===== src/pkg/sqm_regs.vh =====
// Purpose: Constants for the sector-protect and query-mode flash controller.
// Assumes: 50 MHz clock; register port with 4-bit word index and 32-bit data.
// Notes: Timing counts are derived from times in nanoseconds.
`ifndef SQM_REGS_VH
`define SQM_REGS_VH

// Register indices on the software port.
`define SQM_OFF_CTRL 4'h0
`define SQM_OFF_ADDR 4'h1
`define SQM_OFF_WDATA 4'h2
`define SQM_OFF_CMD 4'h3
`define SQM_OFF_STATUS 4'h4
`define SQM_OFF_RDATA 4'h5
`define SQM_OFF_SHADOW_LO 4'h6
`define SQM_OFF_SHADOW_HI 4'h7
`define SQM_OFF_SECTOR 4'h8

// Control register fields and reset value.
`define SQM_CTRL_BYTE_MODE 0
`define SQM_CTRL_BOOT_RELEASE 1
`define SQM_CTRL_TEMP_UNPROT 2
`define SQM_CTRL_RESET 3'h0

// Status register fields.
`define SQM_ST_BUSY 0
`define SQM_ST_MODE_LO 1
`define SQM_ST_MODE_HI 2
`define SQM_ST_REFUSED 3
`define SQM_ST_QRY_OK 4
`define SQM_ST_ELEVATED 5

// Operation codes written to the command register.
`define SQM_OP_WRITE 4'h1
`define SQM_OP_READ 4'h2
`define SQM_OP_QUERY 4'h3
`define SQM_OP_RESET 4'h4
`define SQM_OP_ID_ENTER 4'h5
`define SQM_OP_VERIFY 4'h6
`define SQM_OP_PROTECT 4'h7
`define SQM_OP_UNPROTECT 4'h8

// Tracked device read modes.
`define SQM_MODE_ARRAY 2'h0
`define SQM_MODE_ID 2'h1
`define SQM_MODE_QUERY 2'h2

// Query entry and table constants.
`define SQM_QUERY_CMD 8'h98
`define SQM_QUERY_ADDR_WORD 21'h000055
`define SQM_QUERY_ADDR_BYTE 21'h0000aa
`define SQM_QRY_WADDR0 7'h10
`define SQM_QRY_WADDR1 7'h11
`define SQM_QRY_WADDR2 7'h12
`define SQM_QRY_CHAR0 8'h51
`define SQM_QRY_CHAR1 8'h52
`define SQM_QRY_CHAR2 8'h59
`define SQM_VERIFY_PROTECTED 8'h01
`define SQM_VERIFY_LOW_WORD 2'h2
`define SQM_VERIFY_LOW_BYTE 3'h4
`define SQM_SECTORS 35

// Timing.
`define SQM_CLK_NS 20
`define SQM_T_ACC_NS 70
`define SQM_T_WP_NS 40
`define SQM_T_HV_SETTLE_NS 200
`define SQM_ACC_CYC ((`SQM_T_ACC_NS + `SQM_CLK_NS - 1) / `SQM_CLK_NS)
`define SQM_WP_CYC ((`SQM_T_WP_NS + `SQM_CLK_NS - 1) / `SQM_CLK_NS)
`define SQM_HV_CYC ((`SQM_T_HV_SETTLE_NS + `SQM_CLK_NS - 1) / `SQM_CLK_NS)

`endif


===== src/rtl/sqm_ctrl.v =====
// Purpose: Host-side controller for flash sector protection and query-mode reads.
// Assumes: Software issues one operation at a time and polls the busy bit.
// Notes: The device mode and sector protection state are host-side beliefs.
//
// Notes on behaviour
// - Protect and unprotect run with reset pin elevated and ordinary bus cycles.
// - Every sector must be protected before an unprotect write; the host refuses the unprotect unless its copy shows all 35 protected.
// - Query mode entered by 98h to word 55h or byte AAh.
// - Word-mode query reads drive address bit 7 and above to zero.
// - The reset command leaves query mode, back to the mode it was entered from; the ID-enter command also leaves it, for ID mode.
//
// The address-and-strobe port and the placing of the registers were decided locally.
`timescale 1ns/1ps
`include "sqm_regs.vh"

module sqm_ctrl
(
   // Clock and reset
   input wire clock,
   input wire arst_n,
   // Software register port
   input wire [3:0] reg_addr,
   input wire [31:0] reg_wdata,
   input wire reg_wr,
   input wire reg_rd,
   output reg [31:0] reg_rdata_q,
   // Flash bus pins
   output wire [20:0] fl_addr,
   input wire [15:0] fl_dq_i,
   output wire [15:0] fl_dq_o,
   output wire fl_dq_oe_n,
   output wire fl_ce_n,
   output wire fl_oe_n,
   output wire fl_we_n,
   // Flash control pins
   output reg fl_byte_n_q,
   output reg fl_reset_n_q,
   output reg fl_elevated_voltage_level_q,
   output reg fl_boot_lock_n_q
);

   localparam [1:0] S_IDLE = 2'h0;
   localparam [1:0] S_SETTLE = 2'h1;
   localparam [1:0] S_START = 2'h2;
   localparam [1:0] S_WAIT = 2'h3;
   localparam integer HV_CYC = `SQM_HV_CYC;
   localparam [3:0] HV_LIM = HV_CYC[3:0];
   localparam [34:0] ALL_SET = {35{1'b1}};

   reg [2:0] ctrl_q;
   reg [20:0] addr_q;
   reg [15:0] wdata_q;
   reg [5:0] sector_q;
   reg [15:0] rdata_q;
   reg [1:0] state_q;
   reg [3:0] op_q;
   reg [3:0] cnt_q;
   reg [1:0] mode_q;
   reg [1:0] prev_mode_q;
   reg refused_q;
   reg [2:0] qry_seen_q;
   reg hv_op_q;
   reg start_q;
   reg cyc_wr_q;
   reg [20:0] cyc_addr_q;
   reg [15:0] cyc_data_q;
   reg [34:0] shadow_q;
   reg [31:0] rd_d;
   reg [20:0] op_addr_d;
   reg op_ok_d;
   wire byte_mode;
   wire cmd_wr;
   wire cyc_done;
   wire [15:0] cyc_rdata;
   wire [6:0] qry_waddr;
   wire [7:0] rbyte;

   assign byte_mode = ctrl_q[`SQM_CTRL_BYTE_MODE];
   assign cmd_wr = reg_wr && (reg_addr == `SQM_OFF_CMD);
   assign qry_waddr = byte_mode ? addr_q[7:1] : addr_q[6:0];
   assign rbyte = cyc_rdata[7:0];

   // Address that the requested operation drives on the pins.
   always @*
   begin
      op_addr_d = addr_q;
      case (reg_wdata[3:0])
         `SQM_OP_QUERY:
         begin
            op_addr_d = byte_mode ? `SQM_QUERY_ADDR_BYTE : `SQM_QUERY_ADDR_WORD;
         end
         `SQM_OP_READ:
         begin
            if ((mode_q == `SQM_MODE_QUERY) && !byte_mode)
            begin
               op_addr_d = {14'h0000, addr_q[6:0]};
            end
         end
         `SQM_OP_VERIFY:
         begin
            // Software gives the sector base; low bits select the verify location.
            if (byte_mode)
            begin
               op_addr_d = {addr_q[20:3], `SQM_VERIFY_LOW_BYTE};
            end
            else
            begin
               op_addr_d = {addr_q[20:2], `SQM_VERIFY_LOW_WORD};
            end
         end
         default:
         begin
            op_addr_d = addr_q;
         end
      endcase
   end

   // Legality of the requested operation against the tracked mode, or for unprotect against the host protection copy.
   always @*
   begin
      op_ok_d = 1'b1;
      case (reg_wdata[3:0])
         `SQM_OP_QUERY:
         begin
            op_ok_d = (mode_q != `SQM_MODE_QUERY);
         end
         `SQM_OP_VERIFY:
         begin
            op_ok_d = (mode_q == `SQM_MODE_ID);
         end
         `SQM_OP_UNPROTECT:
         begin
            op_ok_d = (shadow_q == ALL_SET);
         end
         `SQM_OP_WRITE, `SQM_OP_READ, `SQM_OP_RESET, `SQM_OP_ID_ENTER, `SQM_OP_PROTECT:
         begin
            op_ok_d = 1'b1;
         end
         default:
         begin
            op_ok_d = 1'b0;
         end
      endcase
   end

   always @(posedge clock or negedge arst_n)
   begin
      if (!arst_n)
      begin
         ctrl_q <= `SQM_CTRL_RESET;
         addr_q <= 21'h000000;
         wdata_q <= 16'h0000;
         sector_q <= 6'h00;
      end
      else if (reg_wr)
      begin
         case (reg_addr)
            `SQM_OFF_CTRL: ctrl_q <= reg_wdata[2:0];
            `SQM_OFF_ADDR: addr_q <= reg_wdata[20:0];
            `SQM_OFF_WDATA: wdata_q <= reg_wdata[15:0];
            `SQM_OFF_SECTOR: sector_q <= reg_wdata[5:0];
            default: ctrl_q <= ctrl_q;
         endcase
      end
   end

   // Operation sequencer and tracked device mode.
   always @(posedge clock or negedge arst_n)
   begin
      if (!arst_n)
      begin
         state_q <= S_IDLE;
         op_q <= 4'h0;
         cnt_q <= 4'h0;
         mode_q <= `SQM_MODE_ARRAY;
         prev_mode_q <= `SQM_MODE_ARRAY;
         refused_q <= 1'b0;
         qry_seen_q <= 3'h0;
         hv_op_q <= 1'b0;
         start_q <= 1'b0;
         cyc_wr_q <= 1'b0;
         cyc_addr_q <= 21'h000000;
         cyc_data_q <= 16'h0000;
         rdata_q <= 16'h0000;
      end
      else
      begin
         start_q <= 1'b0;
         // A refusal in the same cycle as the clear wins over the clear.
         if (reg_wr && (reg_addr == `SQM_OFF_STATUS) && reg_wdata[`SQM_ST_REFUSED])
         begin
            refused_q <= 1'b0;
         end
         case (state_q)
            S_IDLE:
            begin
               if (cmd_wr)
               begin
                  if (!op_ok_d)
                  begin
                     refused_q <= 1'b1;
                  end
                  else if (reg_wdata[3:0] == `SQM_OP_ID_ENTER)
                  begin
                     // Software has already sent its identification sequence.
                     mode_q <= `SQM_MODE_ID;
                  end
                  else
                  begin
                     op_q <= reg_wdata[3:0];
                     cyc_addr_q <= op_addr_d;
                     cyc_wr_q <= (reg_wdata[3:0] != `SQM_OP_READ) && (reg_wdata[3:0] != `SQM_OP_VERIFY);
                     cyc_data_q <= (reg_wdata[3:0] == `SQM_OP_QUERY) ? {8'h00, `SQM_QUERY_CMD} : wdata_q;
                     cnt_q <= 4'h0;
                     if ((reg_wdata[3:0] == `SQM_OP_PROTECT) || (reg_wdata[3:0] == `SQM_OP_UNPROTECT))
                     begin
                        hv_op_q <= 1'b1;
                        state_q <= S_SETTLE;
                     end
                     else
                     begin
                        state_q <= S_START;
                     end
                  end
               end
            end
            S_SETTLE:
            begin
               // The elevated level must settle before the procedure's bus cycle.
               cnt_q <= cnt_q + 4'h1;
               if (cnt_q + 4'h1 == HV_LIM)
               begin
                  state_q <= S_START;
               end
            end
            S_START:
            begin
               start_q <= 1'b1;
               state_q <= S_WAIT;
            end
            S_WAIT:
            begin
               if (cyc_done)
               begin
                  state_q <= S_IDLE;
                  hv_op_q <= 1'b0;
                  if (!cyc_wr_q)
                  begin
                     rdata_q <= cyc_rdata;
                  end
                  case (op_q)
                     `SQM_OP_QUERY:
                     begin
                        prev_mode_q <= mode_q;
                        mode_q <= `SQM_MODE_QUERY;
                        qry_seen_q <= 3'h0;
                     end
                     `SQM_OP_RESET:
                     begin
                        // Leaving query goes back where it came from; otherwise to array reads.
                        mode_q <= (mode_q == `SQM_MODE_QUERY) ? prev_mode_q : `SQM_MODE_ARRAY;
                     end
                     `SQM_OP_READ:
                     begin
                        if (mode_q == `SQM_MODE_QUERY)
                        begin
                           if ((qry_waddr == `SQM_QRY_WADDR0) && (rbyte == `SQM_QRY_CHAR0))
                           begin
                              qry_seen_q[0] <= 1'b1;
                           end
                           if ((qry_waddr == `SQM_QRY_WADDR1) && (rbyte == `SQM_QRY_CHAR1))
                           begin
                              qry_seen_q[1] <= 1'b1;
                           end
                           if ((qry_waddr == `SQM_QRY_WADDR2) && (rbyte == `SQM_QRY_CHAR2))
                           begin
                              qry_seen_q[2] <= 1'b1;
                           end
                        end
                     end
                     default:
                     begin
                        mode_q <= mode_q;
                     end
                  endcase
               end
            end
            default:
            begin
               state_q <= S_IDLE;
            end
         endcase
         if (cmd_wr && (state_q != S_IDLE))
         begin
            refused_q <= 1'b1;
         end
      end
   end

   // Host copy of each sector's protection state, starting unprotected.
   genvar gi;
   generate
      for (gi = 0; gi < `SQM_SECTORS; gi = gi + 1)
      begin : g_shadow
         always @(posedge clock or negedge arst_n)
         begin
            if (!arst_n)
            begin
               shadow_q[gi] <= 1'b0;
            end
            else if ((state_q == S_WAIT) && cyc_done)
            begin
               if ((op_q == `SQM_OP_UNPROTECT))
               begin
                  shadow_q[gi] <= 1'b0;
               end
               else if ((op_q == `SQM_OP_PROTECT) && (sector_q == gi))
               begin
                  shadow_q[gi] <= 1'b1;
               end
               else if ((op_q == `SQM_OP_VERIFY) && (sector_q == gi))
               begin
                  shadow_q[gi] <= (cyc_rdata[7:0] == `SQM_VERIFY_PROTECTED);
               end
            end
         end
      end
   endgenerate

   // Pin levels; elevated level is held for the temporary mode or a procedure.
   always @(posedge clock or negedge arst_n)
   begin
      if (!arst_n)
      begin
         fl_byte_n_q <= 1'b1;
         fl_reset_n_q <= 1'b0;
         fl_elevated_voltage_level_q <= 1'b0;
         fl_boot_lock_n_q <= 1'b0;
      end
      else
      begin
         fl_byte_n_q <= !byte_mode;
         fl_reset_n_q <= 1'b1;
         fl_elevated_voltage_level_q <= ctrl_q[`SQM_CTRL_TEMP_UNPROT] || hv_op_q;
         fl_boot_lock_n_q <= ctrl_q[`SQM_CTRL_BOOT_RELEASE];
      end
   end

   always @*
   begin
      rd_d = 32'h00000000;
      case (reg_addr)
         `SQM_OFF_CTRL: rd_d = {29'h00000000, ctrl_q};
         `SQM_OFF_ADDR: rd_d = {11'h000, addr_q};
         `SQM_OFF_WDATA: rd_d = {16'h0000, wdata_q};
         `SQM_OFF_STATUS: rd_d = {26'h0000000, fl_elevated_voltage_level_q, (qry_seen_q == 3'h7), refused_q,
                                  mode_q, (state_q != S_IDLE)};
         `SQM_OFF_RDATA: rd_d = {16'h0000, rdata_q};
         `SQM_OFF_SHADOW_LO: rd_d = shadow_q[31:0];
         `SQM_OFF_SHADOW_HI: rd_d = {29'h00000000, shadow_q[34:32]};
         `SQM_OFF_SECTOR: rd_d = {26'h0000000, sector_q};
         default: rd_d = 32'h00000000;
      endcase
   end

   always @(posedge clock or negedge arst_n)
   begin
      if (!arst_n)
      begin
         reg_rdata_q <= 32'h00000000;
      end
      else if (reg_rd)
      begin
         reg_rdata_q <= rd_d;
      end
   end

   sqm_cycle u_cycle
   (
      .clock(clock),
      .arst_n(arst_n),
      .start(start_q),
      .is_wr(cyc_wr_q),
      .addr_i(cyc_addr_q),
      .data_i(cyc_data_q),
      .done_q(cyc_done),
      .rdata_q(cyc_rdata),
      .fl_addr_q(fl_addr),
      .fl_dq_i(fl_dq_i),
      .fl_dq_o_q(fl_dq_o),
      .fl_dq_oe_n_q(fl_dq_oe_n),
      .fl_ce_n_q(fl_ce_n),
      .fl_oe_n_q(fl_oe_n),
      .fl_we_n_q(fl_we_n)
   );

endmodule


===== src/rtl/sqm_cycle.v =====
// Purpose: One asynchronous flash bus cycle, read or write, on the device pins.
// Assumes: Start is a one-cycle pulse taken only while no cycle is running.
// Notes: Read data pass two flip-flops, so the read window is stretched by two.
`timescale 1ns/1ps
`include "sqm_regs.vh"

module sqm_cycle
(
   // Clock and reset
   input wire clock,
   input wire arst_n,
   // Request and answer
   input wire start,
   input wire is_wr,
   input wire [20:0] addr_i,
   input wire [15:0] data_i,
   output reg done_q,
   output reg [15:0] rdata_q,
   // Flash pins
   output reg [20:0] fl_addr_q,
   input wire [15:0] fl_dq_i,
   output reg [15:0] fl_dq_o_q,
   output reg fl_dq_oe_n_q,
   output reg fl_ce_n_q,
   output reg fl_oe_n_q,
   output reg fl_we_n_q
);

   localparam [2:0] C_IDLE = 3'h0;
   localparam [2:0] C_READ = 3'h1;
   localparam [2:0] C_WSET = 3'h2;
   localparam [2:0] C_WPULSE = 3'h3;
   localparam [2:0] C_WHOLD = 3'h4;
   localparam integer READ_CYC = `SQM_ACC_CYC + 2;
   localparam integer WP_CYC = `SQM_WP_CYC;
   localparam [3:0] READ_LIM = READ_CYC[3:0];
   localparam [3:0] WP_LIM = WP_CYC[3:0];

   reg [2:0] state_q;
   reg [3:0] cnt_q;
   reg [15:0] dq_s1_q;
   reg [15:0] dq_s2_q;

   always @(posedge clock or negedge arst_n)
   begin
      if (!arst_n)
      begin
         dq_s1_q <= 16'h0000;
         dq_s2_q <= 16'h0000;
      end
      else
      begin
         dq_s1_q <= fl_dq_i;
         dq_s2_q <= dq_s1_q;
      end
   end

   always @(posedge clock or negedge arst_n)
   begin
      if (!arst_n)
      begin
         state_q <= C_IDLE;
         cnt_q <= 4'h0;
         done_q <= 1'b0;
         rdata_q <= 16'h0000;
         fl_addr_q <= 21'h000000;
         fl_dq_o_q <= 16'h0000;
         fl_dq_oe_n_q <= 1'b1;
         fl_ce_n_q <= 1'b1;
         fl_oe_n_q <= 1'b1;
         fl_we_n_q <= 1'b1;
      end
      else
      begin
         done_q <= 1'b0;
         case (state_q)
            C_IDLE:
            begin
               cnt_q <= 4'h0;
               if (start)
               begin
                  fl_addr_q <= addr_i;
                  fl_ce_n_q <= 1'b0;
                  if (is_wr)
                  begin
                     fl_dq_o_q <= data_i;
                     fl_dq_oe_n_q <= 1'b0;
                     state_q <= C_WSET;
                  end
                  else
                  begin
                     fl_oe_n_q <= 1'b0;
                     state_q <= C_READ;
                  end
               end
            end
            C_READ:
            begin
               cnt_q <= cnt_q + 4'h1;
               if (cnt_q == READ_LIM)
               begin
                  rdata_q <= dq_s2_q;
                  fl_ce_n_q <= 1'b1;
                  fl_oe_n_q <= 1'b1;
                  done_q <= 1'b1;
                  state_q <= C_IDLE;
               end
            end
            C_WSET:
            begin
               fl_we_n_q <= 1'b0;
               state_q <= C_WPULSE;
            end
            C_WPULSE:
            begin
               cnt_q <= cnt_q + 4'h1;
               if (cnt_q + 4'h1 == WP_LIM)
               begin
                  fl_we_n_q <= 1'b1;
                  state_q <= C_WHOLD;
               end
            end
            C_WHOLD:
            begin
               // Data stay driven one cycle past the rising write edge for hold time.
               fl_ce_n_q <= 1'b1;
               fl_dq_oe_n_q <= 1'b1;
               done_q <= 1'b1;
               state_q <= C_IDLE;
            end
            default:
            begin
               state_q <= C_IDLE;
            end
         endcase
      end
   end

endmodule


===== config.mk =====
export PLATFORM = sky130hd
export DESIGN_NAME = sqm_ctrl
export DESIGN_NICKNAME = d
export VERILOG_FILES = /design/src/rtl/sqm_ctrl.v /design/src/rtl/sqm_cycle.v
export VERILOG_INCLUDE_DIRS = /design/src /design/src/pkg
export SDC_FILE = /design/constraint.sdc
export NUM_CORES = 1
export LEC_CHECK = 0
export ABC_AREA = 1
export BUFFER_PORTS_ARGS = -buffer_cell sky130_fd_sc_hd__buf_2
export CORE_MARGIN = 2
export CORE_UTILIZATION = 32
export CTS_CLUSTER_DIAMETER = 120
export CTS_CLUSTER_SIZE = 10
export DETAILED_ROUTE_END_ITERATION = 8
export PLACE_DENSITY = 0.6
export SLEW_MARGIN = 20
export SYNTH_ARGS = -nofsm -noshare
export SYNTH_HDL_FRONTEND = slang
export SYNTH_HIERARCHICAL = 1
export SYNTH_SLANG_ARGS = --single-unit

===== constraint.sdc =====
create_clock -name clock -period 1.8 [get_ports clock]
set_clock_uncertainty 0.1 [all_clocks]
set_input_delay 0.27 -clock clock [delete_from_list [all_inputs] [get_ports clock]]
set_output_delay 0.27 -clock clock [all_outputs]
set_load 0.1 [all_outputs]

==> impl_results.md, run 1 <==
- Max IR drop VDD: 0.710 mV
- Worst EP arrival: 2.18 ns
- Synth area leader: dfrtp_1
- Crit-path max FO: 17
- GRT overflow: 0
- Clk buf depth: 3
- Commonest non-fill, non-tap cell in the layout: nand2_1
- Routability cong.: 0.933
- Core area: 0.0407 sq mm
- PD cells: 1240 mW/mm^2
- Yosys Warn Count: 6
- Total number of H-tree levels: 2
- Syn avg cell area: 8.20 sq um
- Remaining DRCs: 0
- Yosys top cell area share: 53.7%
- Most frequent cells in the layout: 577 x nand2_1, 281 x dfrtp_1, 139 x inv_1
- RSZ-0062 raised after global routing: true
- Inserted Clock Buffers: 34
- First-pass DRT Iterations: 6
- Critical Path End Type: flip-flop
- Max Slew Vio Count: 0
- Final core occ: 40.6%
- Min-delay worst type: in -> reg
- Global Route Usage Sum: 17.4%
- Total Routed Length: 38.0 mm
- Syn nets: 1671
- Register bit total from synthesis: 288
- DP Worst Slack: -0.288 ns
- Slew @ Worst Pin: 0.576 ns
- Ys flop type: dfrtp_1
- Ys async rst share: 100%
- Reg clk slew, reported paths: 0.07 ns
- WS Path Type: reg -> reg
- Seq/Total Area, Yosys: 54.7%
- Count of cell types in the netlist: 43
- First-pass GRT wire length: 58.8 mm
- Root Driver: clkbuf_16
- Die area: 0.0428 sq mm
- P&R area growth vs syn: 25.5%
- Vias: 11340
- CTS tree: yes
- Std-Cell Rows: 74
- Max Cap Viol: 0
- Sum Neg Setup Slack: -1.57 ns
- Leak: 8.20 nW
- Top post-synthesis cells by area: dfrtp_1 54%, nand2_1 17%, o21ai_0 4.3%
- Fmax: 534 MHz
- WL/cell: 16.1 um
- Clk_lat worst skew: 0.53 ns
- Die Y: 207 um
- Largest net degree at the start of global routing: 59
- Final setup violation count: 35
- Worst path required time: 2.11 ns
- Mapped cell area: 0.0132 sq mm
- Final Total Pwr: 20.4 mW
- Final setup margin: -0.0735 ns
- Detail Placement HPWL: 26.8 mm
- Initial antenna violation count: 9
- Die W: 207 um
- Number of synthesized flops with an enable pin: 0
- Initial core utilization: 32.3%
- Final net count: 1879
- Final min period: 1.87 ns
- Status: complete, but fails checks
- Final hold vios: 0
- IO buf count: 121
- Post-synthesis cell count: 1606
- Max transition margin: 61.6%
- Final period util: 104%
- Sink Count: 288
- Vias in the first global route: 11031
- Iteration-0 DRC Markers: 903
- Violated checks: negative setup slack
- # IOs: 133
- Final ANT Viol Nets: 0
- Via density per instance: 4.81
- Ratio of cells with drive above 1 in the final layout: 19.4%
- Critical Path Start Type: flip-flop
==> worst paths after layout <==
path	startpoint	to	slack (ns)	cells past startpoint
worst min-delay path	reg_wdata[4]	addr_q[4]	0.03	3
max in group asynchronous	arst_n	cyc_data_q[0]	0.68	3
min in group asynchronous	arst_n	shadow_q[24]	0.23	2
worst max-delay path	shadow_q[7]	cyc_data_q[0]	-0.07	10
worst min register to register	u_cycle/dq_s1_q[8]	u_cycle/dq_s2_q[8]	0.25	0
worst max register to register	shadow_q[7]	cyc_data_q[0]	-0.07	10
==> repair_timing <==
action	in CTS	in global routing
gates resized for setup	14	55
endpoints found under the hold margin	88	0
endpoints found under the setup margin	54	73
hold buffers	33	0
gates cloned	1	7
buffers inserted	0	3
pin swaps	1	2
==> synthesized netlist by cell type (10+ instances only) <==
cell and instances:
o2111ai_1 10, a21oi_1 61, dfrtp_1 283, clkbuf_1 39, nand3_1 65, o21ai_2 16
nor2_1 94, mux2_2 10, buf_6 10, inv_1 141, o31ai_1 11, o21ai_1 44
nand4_1 16, nand2_1 596, o21ai_0 113
==> power breakdown <==
group	switching (mW)	internal [mW]	total, mW
Combinational	4.61	1.53	6.14
Clock	2.63	3.53	6.16
Sequential	0.744	7.40	8.15
==> logic make-up (layout without fill, tap and decap cells) <==
logic type | count (synthesis) | count (layout) | synth area share (%)
xor gates and xnor gates | 1 | 1 | 0.0665
adders and majority gates | 9 | 9 | 0.855
AOI/OAI and AO/OA | 274 | 274 | 11.7
and+or+nand+nor | 802 | 803 | 24.6
muxes | 10 | 10 | 0.855
DFF | 288 | 288 | 54.7
buffers and inverters | 221 | 435 | 7.16
other | 1 | 5 | 0.0285
==> area by class of cell <==
class | count | area, sq um
Inverter | 154 | 583
Sequential cell | 288 | 7220
Multi-Input combinational cell | 1098 | 5230
Fill cell | 4098 | 24200
Clock buffer | 41 | 908
Clock inverter | 2 | 32.5
Tap cell | 532 | 666
Antenna cell | 4 | 10.0
Timing Repair Buffer | 238 | 1890
==> routing by layer <==
| metal | track usage, % | up-vias | part of all wire [%] | wire length [um] |
|---|---|---|---|---|
| met5 | 0 | - | 0.15 | 57 |
| met4 | 5.07 | 10 | 2.4 | 900 |
| met3 | 3.47 | 77 | 6.0 | 2300 |
| met2 | 29.0 | 296 | 47 | 17900 |
| met1 | 23.1 | 5407 | 44 | 16800 |
| li1 | - | 5550 | - | - |
==> state kept, by name, indices dropped and copies added, names as in the netlist, 6 cells and up <==
register / count
reg_rdata_q: 32
sector_q: 6
rdata_q: 16
u_cycle/fl_dq_o_q: 16
cyc_addr_q: 21
addr_q: 21
cyc_data_q: 16
shadow_q: 35
u_cycle/dq_s1_q: 16
u_cycle/fl_addr_q: 21
u_cycle/rdata_q: 16
wdata_q: 16
u_cycle/dq_s2_q: 16
==> critical path, cell delays in order (launching register included) <==
cell	delay [ns]
dfrtp_1	0.35
nand2_1	0.09
nor2_1	0.15
nand2_2	0.08
nor2_4	0.14
nand3_4	0.14
nand2_4	0.13
nand3_4	0.18
clkbuf_16	0.25
nand2_1	0.07
o21ai_1	0.06
==> per-stage QoR <==
stage	instance area [sq um]	hold WS (ns)	std cells
after floorplan	13200	-0.126	1606
after global placement	14800	0.179	2266
after detailed placement	14800	0.179	2266
after CTS	16200	0.00646	2343
after global routing	16500	0.0279	2354
final	16500	0.0297	2357
No activity file was read; power rests on OpenSTA's default activity.
==> run 2: changes to the inputs <==
--- a/config.mk
+++ b/config.mk
@@ -14,8 +14,10 @@
 export CTS_CLUSTER_SIZE = 10
 export DETAILED_ROUTE_END_ITERATION = 8
 export PLACE_DENSITY = 0.6
+export SKIP_CTS_REPAIR_TIMING = 1
 export SLEW_MARGIN = 20
 export SYNTH_ARGS = -nofsm -noshare
 export SYNTH_HDL_FRONTEND = slang
 export SYNTH_HIERARCHICAL = 1
 export SYNTH_SLANG_ARGS = --single-unit
+export TNS_END_PERCENT = 20
==> impl_results.md, run 2 (same netlist as run 1, synthesis figures left out) <==
- Remaining DRCs: 0
- Iteration-0 DRC Markers: 880
- IO buf count: 121
- Fill cells: 4095
- CTS tree: yes
- Final setup violation count: 39
- Crit-path max FO: 9
- Reg clk slew, reported paths: 0.07 ns
- CP top delay family: simple AND/OR/NAND/NOR gates
- Max Slew Vio Count: 0
- Final core occ: 40.4%
- Vias: 11332
- First-pass DRT Iterations: 7
- Critical Path End Type: flip-flop
- Commonest non-fill, non-tap cell in the layout: nand2_1
- Final ANT Viol Nets: 0
- CP bufs+invs: 1
- Die Y: 207 um
- Sink Count: 288
- Detail Placement HPWL: 26.8 mm
- Vias in the first global route: 10863
- GRT overflow: 0
- Violated checks: negative hold slack, negative setup slack
- Most frequent cells in the layout: 579 x nand2_1, 283 x dfrtp_1, 139 x inv_1
- Final period util: 105%
- Crit path max-delay cell type: dfrtp_1
- Core area: 0.0407 sq mm
- Worst hold slack: -0.0339 ns
- Min-delay worst type: in -> reg
- CP peak stage delay: 0.35 ns
- Critical Path Start Type: flip-flop
- Total number of H-tree levels: 2
- WS Path Type: reg -> reg
- Top Registers: shadow_q: 35 flops, reg_rdata_q: 32 flops
- Critical-path cell list: nand2_1, nor2_1, nand2_2, nor2_4, nand3_4, nand2_4, nand3_4, clkbuf_16, nand2_1, o21ai_1
- PD cells: 1240 mW/mm^2
- Die W: 207 um
- Final Non-Filler Cells: 2352
- Final hold vios: 2
- DP Cell Count: 2266
- Final min period: 1.89 ns
- # IOs: 133
- Slew @ Worst Pin: 0.569 ns
- Post-route design area: 0.0165 sq mm
- Inserted Clock Buffers: 34
- Root Driver: clkbuf_16
- Largest net degree at the start of global routing: 71
- Largest register FFs: 35
- Clk_lat worst skew: 0.53 ns
- Global Route Usage Sum: 17.2%
- Largest reg by FF count: shadow_q
- DP Worst Slack: -0.288 ns
- Initial core utilization: 32.3%
- Leak: 8.17 nW
- Ratio of cells with drive above 1 in the final layout: 19.0%
- Std-Cell Rows: 74
- Worst path required time: 2.10 ns
- Max transition margin: 62.0%
- Worst EP arrival: 2.19 ns
- First-pass GRT wire length: 57.9 mm
- Final net count: 1875
- Placed cell area: 0.0148 sq mm
- RSZ-0062 raised after global routing: true
- Status: complete, but fails checks
- Initial antenna violation count: 8
- Max IR drop VDD: 0.708 mV
- Max Cap Viol: 0
- Via density per instance: 4.82
- Fmax: 530 MHz
- WL/cell: 16.1 um
- Routability cong.: 0.933
- Clk buf depth: 3
- Die area: 0.0428 sq mm
- Total Routed Length: 38.0 mm
- P&R area growth vs syn: 25.0%
- Final setup margin: -0.0851 ns
## run 2: per-layer routing
layer  track usage [%]  wire [um]  vias up
met5                 0         57        -
met4              4.91        831       10
met3              3.41       2490       72
met2              28.6      18000      332
met1              22.8      16600     5383
li1                  -          -     5535
## run 2: area by class of cell
| cell class | instances | area [sq um] | area share (%) |
|---|---|---|---|
| clock inverters | 2 | 32.5 | 0.198 |
| inverters | 154 | 583 | 3.54 |
| clock buffers | 41 | 908 | 5.52 |
| flip-flops and latches | 288 | 7210 | 43.8 |
| well taps | 532 | 666 | 4.04 |
| multi-input cells | 1098 | 5230 | 31.7 |
| diodes | 3 | 7.51 | 0.0456 |
| repair buffers | 234 | 1830 | 11.1 |
## run 2: worst min-delay path, stage by stage
cell	delay, ns
buf_2	0.07
inv_1	0.06
o21ai_0	0.15
## run 2: worst paths after layout
kind | startpoint | to | slack (ns) | cells past startpoint
min | reg_wdata[7] | wdata_q[7] | -0.03 | 3
max in group asynchronous | arst_n | cyc_data_q[0] | 0.68 | 3
min reg2reg | u_cycle/dq_s1_q[8] | u_cycle/dq_s2_q[8] | 0.25 | 0
max reg2reg | shadow_q[7] | cyc_data_q[0] | -0.09 | 10
min in group asynchronous | arst_n | cyc_data_q[11] | 0.22 | 2
max | shadow_q[7] | cyc_data_q[0] | -0.09 | 10
## run 2: through the flow
stage               hold slack, ns  TNS [ns]  power, mW
floorplan                   -0.126         0       12.5
global placement             0.179    -11.69       14.0
detailed placement           0.179    -11.98       14.1
CTS                         -0.371     -5.77       20.4
global route               0.00393     -4.58       21.5
finish                     -0.0339     -2.26       20.4
## run 2: power by group
| part | internal, mW | total, mW | switching, mW |
|---|---|---|---|
| sequential | 7.40 | 8.14 | 0.739 |
| clock | 3.53 | 6.16 | 2.63 |
| combinational | 1.51 | 6.11 | 4.61 |
==> run 3: changes to the inputs <==
==> constraint.sdc (replaced) <==
create_clock -name clock -period 1.8 [get_ports clock]
set_clock_uncertainty 0.1 [all_clocks]
set_input_delay 0.18 -clock clock [delete_from_list [all_inputs] [get_ports clock]]
set_output_delay 0.18 -clock clock [all_outputs]
set_load 0.1 [all_outputs]
==> impl_results.md, run 3 (same netlist as run 1, synthesis figures left out) <==
- Reg clk slew, reported paths: 0.06 ns
- Max IR drop VDD: 0.680 mV
- PD cells: 1240 mW/mm^2
- Hold depth: 4
- Critical-path cell list: nand2_2, nor2_4, nand2_1, nor2_2, nand3_4, nand2_4, nand3_4, clkbuf_16, nand2_1, o21ai_1
- Worst EP arrival: 2.08 ns
- Fmax: 562 MHz
- Vias: 11149
- Leak: 8.12 nW
- Inserted Clock Buffers: 34
- Global Route Usage Sum: 17.1%
- Initial antenna violation count: 7
- Status: complete, but fails checks
- Final net count: 1869
- P&R area growth vs syn: 24.1%
- Final ANT Viol Nets: 0
- First-pass GRT wire length: 57.4 mm
- DP Cell Count: 2254
- Final setup violation count: 0
- First-pass DRT Iterations: 5
- Worst hold slack: -0.0293 ns
- Largest net degree at the start of global routing: 66
- CP top delay family: simple AND/OR/NAND/NOR gates
- Largest register FFs: 35
- Routability cong.: 0.928
- Final period util: 98.9%
- Final hold vios: 1
- IO buf count: 121
- Clk_lat worst skew: 0.52 ns
- Final Total Pwr: 20.3 mW
- Critical Path End Type: flip-flop
- Crit-path max FO: 16
- Max transition margin: 65.4%
- Max Cap Viol: 0
- Violated checks: negative hold slack
- Multi-input gate area: 0.00521 sq mm
- GRT overflow: 0
- Max Slew Vio Count: 0
- Most frequent cells in the layout: 578 x nand2_1, 279 x dfrtp_1, 140 x inv_1
- Remaining DRCs: 0
- Reg2reg path depth: 10
- Placed cell area: 0.0147 sq mm
- Die Y: 207 um
- Iteration-0 DRC Markers: 891
- Final min period: 1.78 ns
- CP bufs+invs: 1
- Critical Path Start Type: flip-flop
- RSZ-0062 raised after global routing: true
- CTS tree: yes
- Initial core utilization: 32.3%
- Root Driver: clkbuf_16
- Total Routed Length: 36.8 mm
- Fill cells: 4149
- Crit path max-delay cell type: dfrtp_1
- Post-route design area: 0.0164 sq mm
- WL/cell: 15.7 um
- Largest reg by FF count: shadow_q
- Via density per instance: 4.75
- Final setup margin: 0.0206 ns
- Sink Count: 288
- Core area: 0.0407 sq mm
- WS Path Type: reg -> reg
- # IOs: 133
- Reg area: 0.00722 sq mm
- Worst path required time: 2.10 ns
- Die W: 207 um
- Top Registers: shadow_q: 35 flops, reg_rdata_q: 32 flops
- WP depth: 10
- Commonest non-fill, non-tap cell in the layout: nand2_1
- DP Worst Slack: -0.121 ns
- Final Non-Filler Cells: 2347
- Ratio of cells with drive above 1 in the final layout: 18.8%
- CP peak stage delay: 0.36 ns
- Std-Cell Rows: 74
- Total number of H-tree levels: 2
- Detail Placement HPWL: 26.6 mm
- Min-delay worst type: in -> reg
- Slew @ Worst Pin: 0.522 ns
- Vias in the first global route: 10663
- Die area: 0.0428 sq mm
- Clk buf depth: 3
==> run 3: changes by cell type in the layout (fill, tap and decap cells not counted), moves of 5 or more <==
| cell | before | now |
|---|---|---|
| clkbuf_4 | 5 | 0 |
| nand2_4 | 11 | 6 |
| dlygate4sd3_1 | 31 | 36 |
| buf_2 | 115 | 120 |
| nand2_2 | 11 | 17 |
==> run 3: stage by stage <==
| step | utilization [%] | TNS, ns |
|---|---|---|
| floorplan | - | 0 |
| global placement | 36.1 | -3.60 |
| detailed placement | 36.1 | -4.35 |
| CTS | 38.4 | -2.54 |
| global route | 40.1 | -2.25 |
| finish | 40.2 | 0 |
==> run 3: path summary, 6_finish.rpt <==
check                                   start                  to  slack (ns)
setup / recovery                 shadow_q[22]       cyc_addr_q[8]        0.02
hold / removal                         reg_wr           refused_q       -0.03
setup reg to reg                 shadow_q[22]       cyc_addr_q[8]        0.02
hold reg to reg            u_cycle/dq_s1_q[2]  u_cycle/dq_s2_q[2]        0.24
max in group asynchronous              arst_n           mode_q[1]        0.83
min in group asynchronous              arst_n     reg_rdata_q[21]        0.08
==> run 3: worst register-to-register path: cells and delay by family, from the launching register on <==
kind / cells / cell delay [ns]
flip-flops: 1 / 0.36
AO/OA/AOI/OAI: 1 / 0.05
buffers and inverters: 1 / 0.25
AND/OR/NAND/NOR: 8 / 0.91
==> run 3: routing by layer <==
metal	up-vias	track usage, %	share of wire [%]
met3	73	3.20	5.4
met5	-	0	0.13
met2	263	27.6	46
met4	6	5.17	2.9
li1	5516	-	-
met1	5291	23.3	46
==> run 3: cell type report <==
type / count / share of cell area, %
inverter: 154 / 3.56
timing repair buffer: 229 / 10.6
tap: 532 / 4.07
multi-input combinational: 1097 / 31.9
antenna: 4 / 0.0612
clock buffer: 41 / 5.55
sequential: 288 / 44.1
clock inverter: 2 / 0.199
==> run 3: power by group <==
part / total (mW) / switching, mW / internal (mW)
sequential: 8.14 / 0.737 / 7.41
combinational: 6.07 / 4.56 / 1.51
clock: 6.06 / 2.53 / 3.53
total: 20.3 / 7.82 / 12.4
